File: src/include/eepc_consts.svh
`ifndef EEPC_CONSTS_SVH
`define EEPC_CONSTS_SVH
// ----------------------------------------
// Register map and field layout
// ----------------------------------------
`define EEPC_OFF_EEPROM_PROGRAM_CONTROL_CTRL 8'h1c
`define EEPC_OFF_ARRAY_BASE 8'h80
`define EEPC_ARRAY_MASK 8'h80
`define EEPC_RESET_VAL 8'h00
`define EEPC_CTRL_MASK 8'h5f
`define EEPC_BIT_PUMP 6
`define EEPC_BIT_ER_HI 4
`define EEPC_BIT_ER_LO 3
`define EEPC_BIT_LATCH 2
`define EEPC_BIT_RC 1
`define EEPC_BIT_POWER 0
`define EEPC_ERASED_BYTE 8'hff
`define EEPC_ADDR_W 7
`define EEPC_BLOCK_SHIFT 5
`define EEPC_NBYTES 128
`define EEPC_TICK_PS 8000
`endif

File: src/include/eepc_pkg.sv
package eepc_pkg;
    typedef enum logic [1:0] {
        EEPC_MODE_PROGRAM,
        EEPC_MODE_BYTE_ERASE,
        EEPC_MODE_BLOCK_ERASE,
        EEPC_MODE_BULK_ERASE
    } eepc_mode_t;
    typedef enum logic [1:0] {
        EEPC_ST_IDLE,
        EEPC_ST_ARMED,
        EEPC_ST_POWERED
    } eepc_state_t;
endpackage

File: src/logic/eepc_cell.sv
`timescale 1ns/1ps
`default_nettype none
`include "eepc_consts.svh"
module eepc_cell (
    // Clock and reset
    input wire logic hclk,
    input wire logic hresetn,
    // Operation strobes
    input wire logic tick,
    input wire logic sel,
    input wire logic do_erase,
    input wire logic do_eeprom_program_control,
    input wire logic [7:0] eeprom_program_control_data,
    // Cell content
    output logic [7:0] q
);
    // Erase drives ones, programming can only clear bits
    always_ff @(posedge hclk or negedge hresetn) begin
        if (!hresetn) begin
            q <= `EEPC_ERASED_BYTE;
        end else if (tick && sel) begin
            if (do_erase) begin
                q <= `EEPC_ERASED_BYTE;
            end else if (do_eeprom_program_control) begin
                q <= q & eeprom_program_control_data;
            end
        end
    end
endmodule
`default_nettype wire

File: src/logic/eepc_ctrl.sv
// Decided for this implementation: the AHB-Lite register port.
`timescale 1ns/1ps
`default_nettype none
`include "eepc_consts.svh"
// Summary of operation
// - Bit 6 switches the charge pump on; read/write; reset clears it.
// - Array power only flows when pump and power enable are both set.
// - Bits 4:3 pick program, byte, block or bulk erase; reset 00.
// - Byte erase hits one byte; block erase hits the aligned 32-byte block.
// - Bulk erase wipes all 128 bytes on a write anywhere.
// - With latch bit set, the first array write captures address and data.
// - Array reads blocked while latched and a write was captured.
// - Bit 1 clocks the array section from the RC oscillator.
// - Bit 0 applies programming power; clearing removes it; reset clears.
// - Power bit readable always, writable only while latch is set.
// - Any reset aborts an operation at once; every byte reloads the erased value 8'hff.
// - Erased cells read one; programming only clears bits.
// - Stop mode turns the RC oscillator off automatically.
module eepc_ctrl (
    // AHB-Lite slave
    input wire logic hclk,
    input wire logic hresetn,
    input wire logic hsel,
    input wire logic [31:0] haddr,
    input wire logic [1:0] htrans,
    input wire logic hwrite,
    input wire logic [2:0] hsize,
    input wire logic [31:0] hwdata,
    input wire logic hready,
    output logic [31:0] hrdata,
    output logic hreadyout,
    output logic hresp,
    // Clocking and power state
    input wire logic rc_osc_tick,
    input wire logic stop_mode,
    output logic rc_osc_run,
    output logic pump_running,
    output logic array_power,
    output logic read_blocked
);
    // ----------------------------------------
    // Bus address phase capture
    // ----------------------------------------
    logic dp_valid;
    logic dp_write;
    logic [7:0] dp_addr;
    logic addr_take;
    assign addr_take = hsel && hready && htrans[1];
    assign hreadyout = 1'b1; // Zero wait states
    assign hresp = 1'b0;

    // Register the address phase for the data phase
    always_ff @(posedge hclk or negedge hresetn) begin
        if (!hresetn) begin
            dp_valid <= 1'b0;
            dp_write <= 1'b0;
            dp_addr <= 8'h00;
        end else if (hready) begin
            dp_valid <= addr_take;
            dp_write <= hwrite;
            dp_addr <= haddr[9:2];
        end
    end

    // Word address decode; array takes one word per byte
    logic sel_ctrl;
    logic sel_array;
    logic [`EEPC_ADDR_W-1:0] arr_idx;
    assign sel_ctrl = dp_valid && (dp_addr == (`EEPC_OFF_EEPROM_PROGRAM_CONTROL_CTRL >> 2));
    assign sel_array = dp_valid && ((dp_addr & `EEPC_ARRAY_MASK) == `EEPC_OFF_ARRAY_BASE);
    assign arr_idx = dp_addr[`EEPC_ADDR_W-1:0];

    // ----------------------------------------
    // Control register
    // ----------------------------------------
    logic [7:0] ctrl;
    logic [7:0] next_ctrl;
    logic [7:0] wdat;
    assign wdat = hwdata[7:0];

    // Write merge; unused bits forced to zero
    always_comb begin
        next_ctrl = ctrl;
        if (sel_ctrl && dp_write) begin
            next_ctrl = wdat & `EEPC_CTRL_MASK;
            if (!ctrl[`EEPC_BIT_LATCH]) begin
                next_ctrl[`EEPC_BIT_POWER] = ctrl[`EEPC_BIT_POWER];
            end
            // Power cannot outlive the latch that armed it
            if (!next_ctrl[`EEPC_BIT_LATCH]) begin
                next_ctrl[`EEPC_BIT_POWER] = 1'b0;
            end
        end
    end

    // Async reset clears every bit, aborting any operation
    always_ff @(posedge hclk or negedge hresetn) begin
        if (!hresetn) begin
            ctrl <= `EEPC_RESET_VAL;
        end else begin
            ctrl <= next_ctrl;
        end
    end

    logic latch_on;
    logic rc_sel;
    eepc_pkg::eepc_mode_t mode;
    assign latch_on = ctrl[`EEPC_BIT_LATCH];
    assign rc_sel = ctrl[`EEPC_BIT_RC];
    assign mode = eepc_pkg::eepc_mode_t'(ctrl[`EEPC_BIT_ER_HI:`EEPC_BIT_ER_LO]);

    // Pump drives the rail; array sees it only with power enable
    assign pump_running = ctrl[`EEPC_BIT_PUMP];
    assign array_power = ctrl[`EEPC_BIT_PUMP] && ctrl[`EEPC_BIT_POWER];

    // Stop mode kills the oscillator regardless of the select bit
    assign rc_osc_run = rc_sel && !stop_mode;

    // ----------------------------------------
    // Address and data latch
    // ----------------------------------------
    eepc_pkg::eepc_state_t state;
    logic [`EEPC_ADDR_W-1:0] lat_addr;
    logic [7:0] lat_data;

    // Capture first array write while latched; one target per sequence
    always_ff @(posedge hclk or negedge hresetn) begin
        if (!hresetn) begin
            state <= eepc_pkg::EEPC_ST_IDLE;
            lat_addr <= '0;
            lat_data <= 8'h00;
        end else begin
            case (state)
                eepc_pkg::EEPC_ST_IDLE: begin
                    if (latch_on && sel_array && dp_write) begin
                        state <= eepc_pkg::EEPC_ST_ARMED;
                        lat_addr <= arr_idx;
                        lat_data <= wdat;
                    end
                end
                eepc_pkg::EEPC_ST_ARMED: begin
                    if (!next_ctrl[`EEPC_BIT_LATCH]) begin
                        state <= eepc_pkg::EEPC_ST_IDLE;
                    end else if (array_power) begin
                        state <= eepc_pkg::EEPC_ST_POWERED;
                    end
                end
                eepc_pkg::EEPC_ST_POWERED: begin
                    if (!next_ctrl[`EEPC_BIT_LATCH]) begin
                        state <= eepc_pkg::EEPC_ST_IDLE;
                    end else if (!array_power) begin
                        state <= eepc_pkg::EEPC_ST_ARMED;
                    end
                end
                default: begin
                    state <= eepc_pkg::EEPC_ST_IDLE;
                end
            endcase
        end
    end

    assign read_blocked = latch_on && (state != eepc_pkg::EEPC_ST_IDLE);

    // ----------------------------------------
    // Array clocking and cells
    // ----------------------------------------
    // Section clock: every bus clock, or the RC tick when selected
    logic tick;
    assign tick = rc_sel ? (rc_osc_tick && !stop_mode) : 1'b1;

    logic op_erase;
    logic op_eeprom_program_control;
    assign op_erase = (state == eepc_pkg::EEPC_ST_POWERED) && array_power && (mode != eepc_pkg::EEPC_MODE_PROGRAM);
    assign op_eeprom_program_control = (state == eepc_pkg::EEPC_ST_POWERED) && array_power && (mode == eepc_pkg::EEPC_MODE_PROGRAM);

    logic [7:0] cell_q [`EEPC_NBYTES];
    genvar gi;
    generate
        for (gi = 0; gi < `EEPC_NBYTES; gi++) begin : g_cell
            logic hit;
            always_comb begin
                case (mode)
                    eepc_pkg::EEPC_MODE_BULK_ERASE: hit = 1'b1;
                    eepc_pkg::EEPC_MODE_BLOCK_ERASE: begin
                        hit = ((`EEPC_ADDR_W)'(gi) >> `EEPC_BLOCK_SHIFT) == (lat_addr >> `EEPC_BLOCK_SHIFT);
                    end
                    default: hit = (`EEPC_ADDR_W)'(gi) == lat_addr;
                endcase
            end
            eepc_cell u_cell (
                .hclk(hclk),
                .hresetn(hresetn),
                .tick(tick),
                .sel(hit),
                .do_erase(op_erase),
                .do_eeprom_program_control(op_eeprom_program_control),
                .eeprom_program_control_data(lat_data),
                .q(cell_q[gi])
            );
        end
    endgenerate

    // ----------------------------------------
    // Read data
    // ----------------------------------------
    // Blocked array reads return zero rather than stale latch data
    always_ff @(posedge hclk or negedge hresetn) begin
        if (!hresetn) begin
            hrdata <= 32'h0000_0000;
        end else if (addr_take && !hwrite) begin
            if (haddr[9:2] == (`EEPC_OFF_EEPROM_PROGRAM_CONTROL_CTRL >> 2)) begin
                hrdata <= {24'h00_0000, next_ctrl};
            end else if ((haddr[9:2] & `EEPC_ARRAY_MASK) == `EEPC_OFF_ARRAY_BASE) begin
                hrdata <= read_blocked ? 32'h0000_0000 : {24'h00_0000, cell_q[haddr[8:2]]};
            end else begin
                hrdata <= 32'h0000_0000;
            end
        end
    end
endmodule
`default_nettype wire

File: config.mk
export PLATFORM = sky130hd
export DESIGN_NAME = eepc_ctrl
export DESIGN_NICKNAME = d
export VERILOG_FILES = /design/src/include/eepc_pkg.sv /design/src/logic/eepc_cell.sv /design/src/logic/eepc_ctrl.sv
export VERILOG_INCLUDE_DIRS = /design/src /design/src/include
export SDC_FILE = /design/constraint.sdc
export NUM_CORES = 2
export LEC_CHECK = 0
export BUFFER_PORTS_ARGS = -buffer_cell sky130_fd_sc_hd__clkbuf_2
export CORE_MARGIN = 3
export CORE_UTILIZATION = 52
export CTS_CLUSTER_DIAMETER = 150
export DETAILED_ROUTE_END_ITERATION = 12
export PLACE_DENSITY = 0.71
export RECOVER_POWER = 100
export SLEW_MARGIN = 20
export SYNTH_ARGS = -nofsm -noshare
export SYNTH_HDL_FRONTEND = slang
export SYNTH_SLANG_ARGS = --single-unit
export TNS_END_PERCENT = 30
File: constraint.sdc
create_clock -name hclk -period 2.93 [get_ports hclk]
set_clock_uncertainty 0.15 [all_clocks]
set_input_delay 0.1465 -clock hclk [delete_from_list [all_inputs] [get_ports hclk]]
set_output_delay 0.1465 -clock hclk [all_outputs]
set_load 0.05 [all_outputs]
# Word level (Yosys, flattened, before mapping)
# Index checks and enable logic that the tools add are counted.
[totals]
register_bits = 1091
latch_bits = 0
mem_bits_rw = 0
romBits = 0
input_bits = 76
output_inout_bits = 38
elab_cells = 1087
memories = 0
[op_classes]
add_sub_neg = 0
n_mul = 0
n_div = 0
order_cmp = 1
eq_ne = 139
shifts = 0
n_mux = 400
bitwise_logic = 129
reduce_logical = 282
[op_table]
columns = ["cell", "n"]
rows = [
  ["8-bit two-way mux", 260],
  ["8-bit bitwise AND", 128],
  ["7-bit == test, first input constant", 64],
  ["2-bit AND reduction", 129],
  ["1-bit case mux with 2 select lines", 128],
  ["6-bit by 7-bit == test with 1-bit output, first input constant", 32],
  ["1-bit logical AND", 143],
  ["5-bit by 7-bit == test with 1-bit output, first input constant", 16],
  ["32-bit two-way mux", 2],
  ["8-bit binary-select mux with 7-bit select", 1],
  ["4-bit by 7-bit == test with 1-bit output, first input constant", 8],
  ["3-bit by 7-bit == test with 1-bit output, first input constant", 4],
  ["8-bit by 3-bit == test with 1-bit output, second input constant", 2],
  ["2-bit by 7-bit == test with 1-bit output, first input constant", 2],
  ["7-bit logical NOT", 2],
  ["2-bit two-way mux", 5],
  ["8-bit greater-or-equal comparator, second input constant", 1],
  ["7-bit NOT with 8-bit output", 1],
  ["1-bit by 7-bit == test with 1-bit output, first input constant", 1],
  ["2-bit == test, second input constant", 3],
  ["3-bit != test, second input constant", 2],
  ["2-bit case mux with 3 select lines", 1],
  ["2-bit nonzero test", 3],
  ["2-bit == test, first input constant", 2],
  ["7 further kinds", 11],
]

# Depth between registers and ports, before layout
[logic_depth]
word_depth = 7
depth_mapped = 11
mapped_depth_nobuf = 6

# Cells and area by module
# From an unflattened synthesis, not the netlist that was laid out.
[unflattened]
cells_unflattened = 5326
hier_area_um2 = 60106.4
[by_module_without_submodules]
columns = ["mod", "n_inst", "cells_per_inst", "area_each_um2", "seq_area_each_um2"]
rows = [
  ["eepc_cell", 128, 33, 377.9, 210.2],
  ["eepc_ctrl", 1, 1102, 11740.0, 1076.0],
]

# Worst setup path before layout
# No wires, ideal clock.
[synth_timing]
kind = "register -> register"
from = "reg ctrl[6]"
to = "reg g_cell[69].u_cell.q[0]"
setup_time_ps = 62
arrival_ps = 2094
required_ps = 2718
setup_slack_ps = 625
stages_incl_launch_ff = 9
n_path_buf = 2
synth_period_minus_slack_ps = 2305
path_cell_list = "dfrtp_1 > nand4b_1 > a21o_1 > a21oi_1 > buf_2 > o21ai_1 > or2_2 > clkbuf_1 > nand2_1"
[synth_via]
elab_chain_cells = 5
word_cells_on_any_way = 7
classes_between = "1 x mux; 6 x reduce/logical"
[synth_rtl]
columns = ["element", "line_no", "rtl"]
rows = [
  ["start: declaration", "eepc_ctrl.sv:76", "logic [7:0] ctrl;"],
  ["start signal: assignment", "eepc_ctrl.sv:99", "ctrl <= `EEPC_RESET_VAL;"],
  ["start signal: assignment", "eepc_ctrl.sv:101", "ctrl <= next_ctrl;"],
  ["1-bit logical AND (*)", "eepc_ctrl.sv:114", "assign array_power = ctrl[`EEPC_BIT_PUMP] && ctrl[`EEPC_BIT_POWER];"],
  ["1-bit logical AND (*)", "eepc_ctrl.sv:173, eepc_ctrl.sv:174", ""],
  ["1-bit logical AND, on equally long branches", "eepc_ctrl.sv:174, eepc_ctrl.sv:173", ""],
  ["2-bit nonzero test (no source line)", "--", ""],
  ["2-bit AND reduction (no source line)", "--", ""],
  ["end signal: assignment", "eepc_cell.sv:20", "q <= `EEPC_ERASED_BYTE;"],
  ["end signal: assignment", "eepc_cell.sv:23", "q <= `EEPC_ERASED_BYTE;"],
  ["end signal: assignment", "eepc_cell.sv:25", "q <= q & eeprom_program_control_data;"],
  ["end: declaration", "eepc_cell.sv:15", "output logic [7:0] q"],
]
# Mark *: on every way between the ends. The rest lies on a longest branch, timed or not.
# A chain may end at the register's enable or synchronous reset.

# Worst setup path in the final report
[layout_timing]
from = "in haddr[5]"
to = "reg hrdata[4]"
[layout_via]
elab_chain_cells = 7
word_cells_on_any_way = 8
classes_between = "1 x eq/ne; 6 x mux; 1 x bitwise"
[layout_rtl]
columns = ["element", "line_no", "rtl"]
rows = [
  ["start: declaration", "eepc_ctrl.sv:24", "input wire logic [31:0] haddr,"],
  ["7-bit NOT with 8-bit output (implied by the code)", "eepc_ctrl.sv:214", "hrdata <= read_blocked ? 32'h0000_0000 : {24'h00_0000, cell_q[haddr[8:2]]};"],
  ["8-bit binary-select mux with 7-bit select", "eepc_ctrl.sv:214", ""],
  ["8-bit two-way mux (implied by the code) (2 in a row)", "eepc_ctrl.sv:214", ""],
  ["8-bit two-way mux", "eepc_ctrl.sv:214", ""],
  ["32-bit two-way mux", "eepc_ctrl.sv:213", "end else if ((haddr[9:2] & `EEPC_ARRAY_MASK) == `EEPC_OFF_ARRAY_BASE) begin"],
  ["32-bit two-way mux (*)", "eepc_ctrl.sv:211", "if (haddr[9:2] == (`EEPC_OFF_EEPROM_PROGRAM_CONTROL_CTRL >> 2)) begin"],
  ["end signal: assignment", "eepc_ctrl.sv:212", "hrdata <= {24'h00_0000, next_ctrl};"],
  ["end signal: assignment", "eepc_ctrl.sv:214", ""],
  ["end: declaration", "eepc_ctrl.sv:30", "output logic [31:0] hrdata,"],
]
# Mark *: on every way between the ends. The rest lies on a longest branch, timed or not. The select of a mux whose other input is x is not followed.

==> flow_summary.json <==
{
  "rows": 112,
  "via_per_inst": 6.33,
  "fin_crit_sh_pct": 98.9,
  "grt_max_degree": 130,
  "status": "finished, final reports clean",
  "place.gp.congestion": 0.952,
  "fin_hold_ws_ns": 0.0880,
  "clk_pin_slew_ns": 0.06,
  "fillers": 7449,
  "cap_violations": 0,
  "clockPowerShare_pct": 42.3,
  "setup_viol": 0,
  "timing.final.ws_setup_ns": 0.0328,
  "synth_top_cell_area_share_pct": 54.3,
  "clk-insertion-delay-late_ns": 0.70,
  "drt-wirelength-per-cell_um": 25.4,
  "core_area_um2": 93900,
  "crit_required_ns": 3.39,
  "grt_usage_pct": 31.3,
  "area_growth_pct": 13.1,
  "overflow": 0,
  "p_seq_share_pct": 45.3,
  "synth-main-ff-cell": "dfstp_2",
  "synth_cell_types": 66,
  "die_x_um": 315,
  "placed_area_um2": 52400,
  "p_leak_nw": 26.1,
  "crit_chain": "dlygate4sd3_1 > clkbuf_2 > clkbuf_1 > nor2_1 > nand2_1 > o22ai_1 > a2111oi_0 > buf_4 > a211oi_1 > buf_4 > o21ai_0",
  "synth_most_common_cell": "nand2_1",
  "crit_path_start_kind": "input pin",
  "synth-compound-area-share_pct": 14.5,
  "worstMarginPinSlew_ns": 1.48,
  "fin_crit_ns": 2.90,
  "port_buffers": 35,
  "cpMostUsedCell": "buf_4",
  "cp_slowest_cell": "a2111oi_0",
  "combPwrFrac_pct": 12.3,
  "hp-class": "input pin to flip-flop",
  "cts_made_buffers": 107,
  "dieArea_um2": 99100,
  "pre_cts_ws_ns": -0.268,
  "drc": 0,
  "slowest_delay_ns": 0.55,
  "vdd_drop_max_mv": 0.661,
  "power.internal_mw": 24.4,
  "post-route-cell-area_um2": 56100,
  "syn_area_um2": 49600,
  "maxSlewHeadroom_pct": 1.46,
  "postCtsSetupRepairBufs": 0,
  "switching_share_pct": 29.2,
  "hpwlAfterDp_mm": 101,
  "synth-seq-cells": 1067,
  "vias": 38600,
  "pwr_density_cell_nw_per_um2": 616,
  "synth-xor-area-share_pct": 0.0177,
  "netlist_top_cells_area": "dfstp_2 54%, o21ai_0 10%, mux4_2 9.4%",
  "final_util_pct": 59.7,
  "crit_arrival_ns": 3.36,
  "synthMuxAreaShare_pct": 13.0,
  "end_kind": "flip-flop",
  "fin_nets": 4822,
  "ios": 114,
  "power.switching_mw": 10.1,
  "yosys.area.top_type": "dfstp_2",
  "grt_pass1_wl_mm": 238,
  "seq_area_um2": 28000,
  "synthSimpleGateAreaFrac_pct": 12.1,
  "cp_max_fo": 10,
  "dieHeight_um": 315,
  "antenna_found_initial": 1,
  "grt_pass1_vias": 38500,
  "ant_nets": 0,
  "final_max_slew_viol_count": 0,
  "ys_async_sr_fraction_pct": 100,
  "tns_ns": 0,
  "drtIter0Drc": 4347,
  "hold_viol_final": 0,
  "fmax_mhz": 345,
  "dp.cells": 5868,
  "synth_edf_count": 0,
  "criticalPathCategory": "input pin to flip-flop",
  "max-clock-path-buffers": 3,
  "clock-sinks": 1067,
  "firstDrtPassIters": 7,
  "start_util_pct": 52.8,
  "root_buffer": "clkbuf_16",
  "cts_tree": "yes",
  "fin_cells": 6095,
  "synth_top_family_by_area": "compound AO/OA/AOI/OAI gates",
  "finalPower_mw": 34.5,
  "htreeDepth": 3,
  "rsz0062_at_grt": "no",
  "wl_mm": 155,
  "avgSynthCellArea_um2": 10.6,
  "synth_fa_ha_area_share_pct": 0,
  "synthesis.instances": 4666,
  "synth_common_cells": "1064 x nand2_1, 1040 x o21ai_0, 1024 x dfstp_2",
  "multiInputGateArea_um2": 19800,
  "ys_warn_count": 0,
  "drive_above_1_share_pct": 36.6,
  "ys_seq_area_share_pct": 56.4
}
-- metal layers --
layer	track usage (%)	vias to the layer above	part of all wire [%]
li1	-	16400	-
met5	0	-	0.0084
met2	46.9	2245	45
met1	43.0	19500	39
met4	14.3	2	5.2
met3	8.32	463	11
-- what timing repair did --
action                                  CTS  global route
gates resized for setup                   0             1
endpoints found under the hold margin   377             0
hold buffers                             23             0
endpoints found under the setup margin    0             1
-- logic make-up (layout without fill, tap and decap cells) --
kind of cell | Yosys count | in the layout
muxes | 370 | 370
AOI/OAI and AO/OA | 1355 | 1355
and+or+nand+nor | 1444 | 1444
xor gates and xnor gates | 1 | 1
buffers and inverters | 427 | 573
other | 2 | 31
DFF | 1067 | 1067
-- flip-flops by register name, indices dropped and copies added, names as in the netlist --
signal	cells
dp_valid	1
dp_addr	8
lat_addr	7
lat_data	8
ctrl	8
g_cell.u_cell.q	1024
dp_write	1
state	2
hrdata	8
-- final cells by class --
type / instances / area share [%]
Antenna cell: 5 / 0.0223
Sequential cell: 1067 / 50.0
Tap cell: 1254 / 2.80
Clock buffer: 152 / 5.51
Multi-Input combinational cell: 3196 / 35.2
Inverter: 8 / 0.0536
Timing Repair Buffer: 366 / 5.25
Clock inverter: 47 / 1.14
-- cell usage in the layout, fill, tap and decap left out, types with 7 or more instances in the layout --
cell type	count
o21ai_0	1129
nand2_1	1064
dfstp_2	1023
buf_4	231
mux4_2	206
nor2_1	155
or2_0	122
mux2i_1	113
clkbuf_16	110
clkbuf_1	65
mux2_2	41
o21ai_1	41
a21oi_1	37
clkbuf_2	35
dfrtp_1	34
a22oi_1	30
buf_12	29
conb_1	26
dlygate4sd3_1	23
clkinv_2	22
nand3_1	20
o221ai_1	19
a211oi_1	18
clkbuf_8	18
nor2b_1	16
o22ai_1	14
bufinv_16	14
a22o_1	12
nor3_1	11
o211ai_1	10
or2_2	9
dfrtp_4	9
nor4_1	7
a31oi_1	7
-- power groups by stage --
stage	clock [mW]	sequential [mW]	combinational (mW)
3_3_place_gp	0	15.8	4.09
2_1_floorplan	0	15.3	2.16
3_5_place_dp	0	15.8	4.13
4_1_cts	14.7	15.6	4.16
5_1_grt	15.3	15.7	4.36
6_report	14.6	15.7	4.26
-- critical path, delay by kind of cell --
family / cells / cell delay, ns
AOI/OAI and AO/OA: 4 / 0.96
and+or+nand+nor: 2 / 0.62
buffers and inverters: 5 / 1.60
-- path summary, 6_finish.rpt --
| path | from | endpoint | slack [ns] | cells after the start |
|---|---|---|---|---|
| worst max-delay path | haddr[5] | hrdata[4]$_DFFE_PN0P_ | 0.03 | 11 |
| worst min-delay path | hwdata[7] | lat_data[7]$_DFFE_PN0P_ | 0.09 | 3 |
| worst max register to register | g_cell[42].u_cell.q[2]$_DFFE_PN1P_ | hrdata[2]$_DFFE_PN0P_ | 0.05 | 6 |
| worst min register to register | g_cell[72].u_cell.q[3]$_DFFE_PN1P_ | g_cell[72].u_cell.q[3]$_DFFE_PN1P_ | 0.33 | 2 |
| max in group asynchronous | hresetn | g_cell[125].u_cell.q[2]$_DFFE_PN1P_ | 0.40 | 3 |
| min in group asynchronous | hresetn | g_cell[12].u_cell.q[1]$_DFFE_PN1P_ | 0.74 | 2 |
Power figures use the tool's default switching activity.
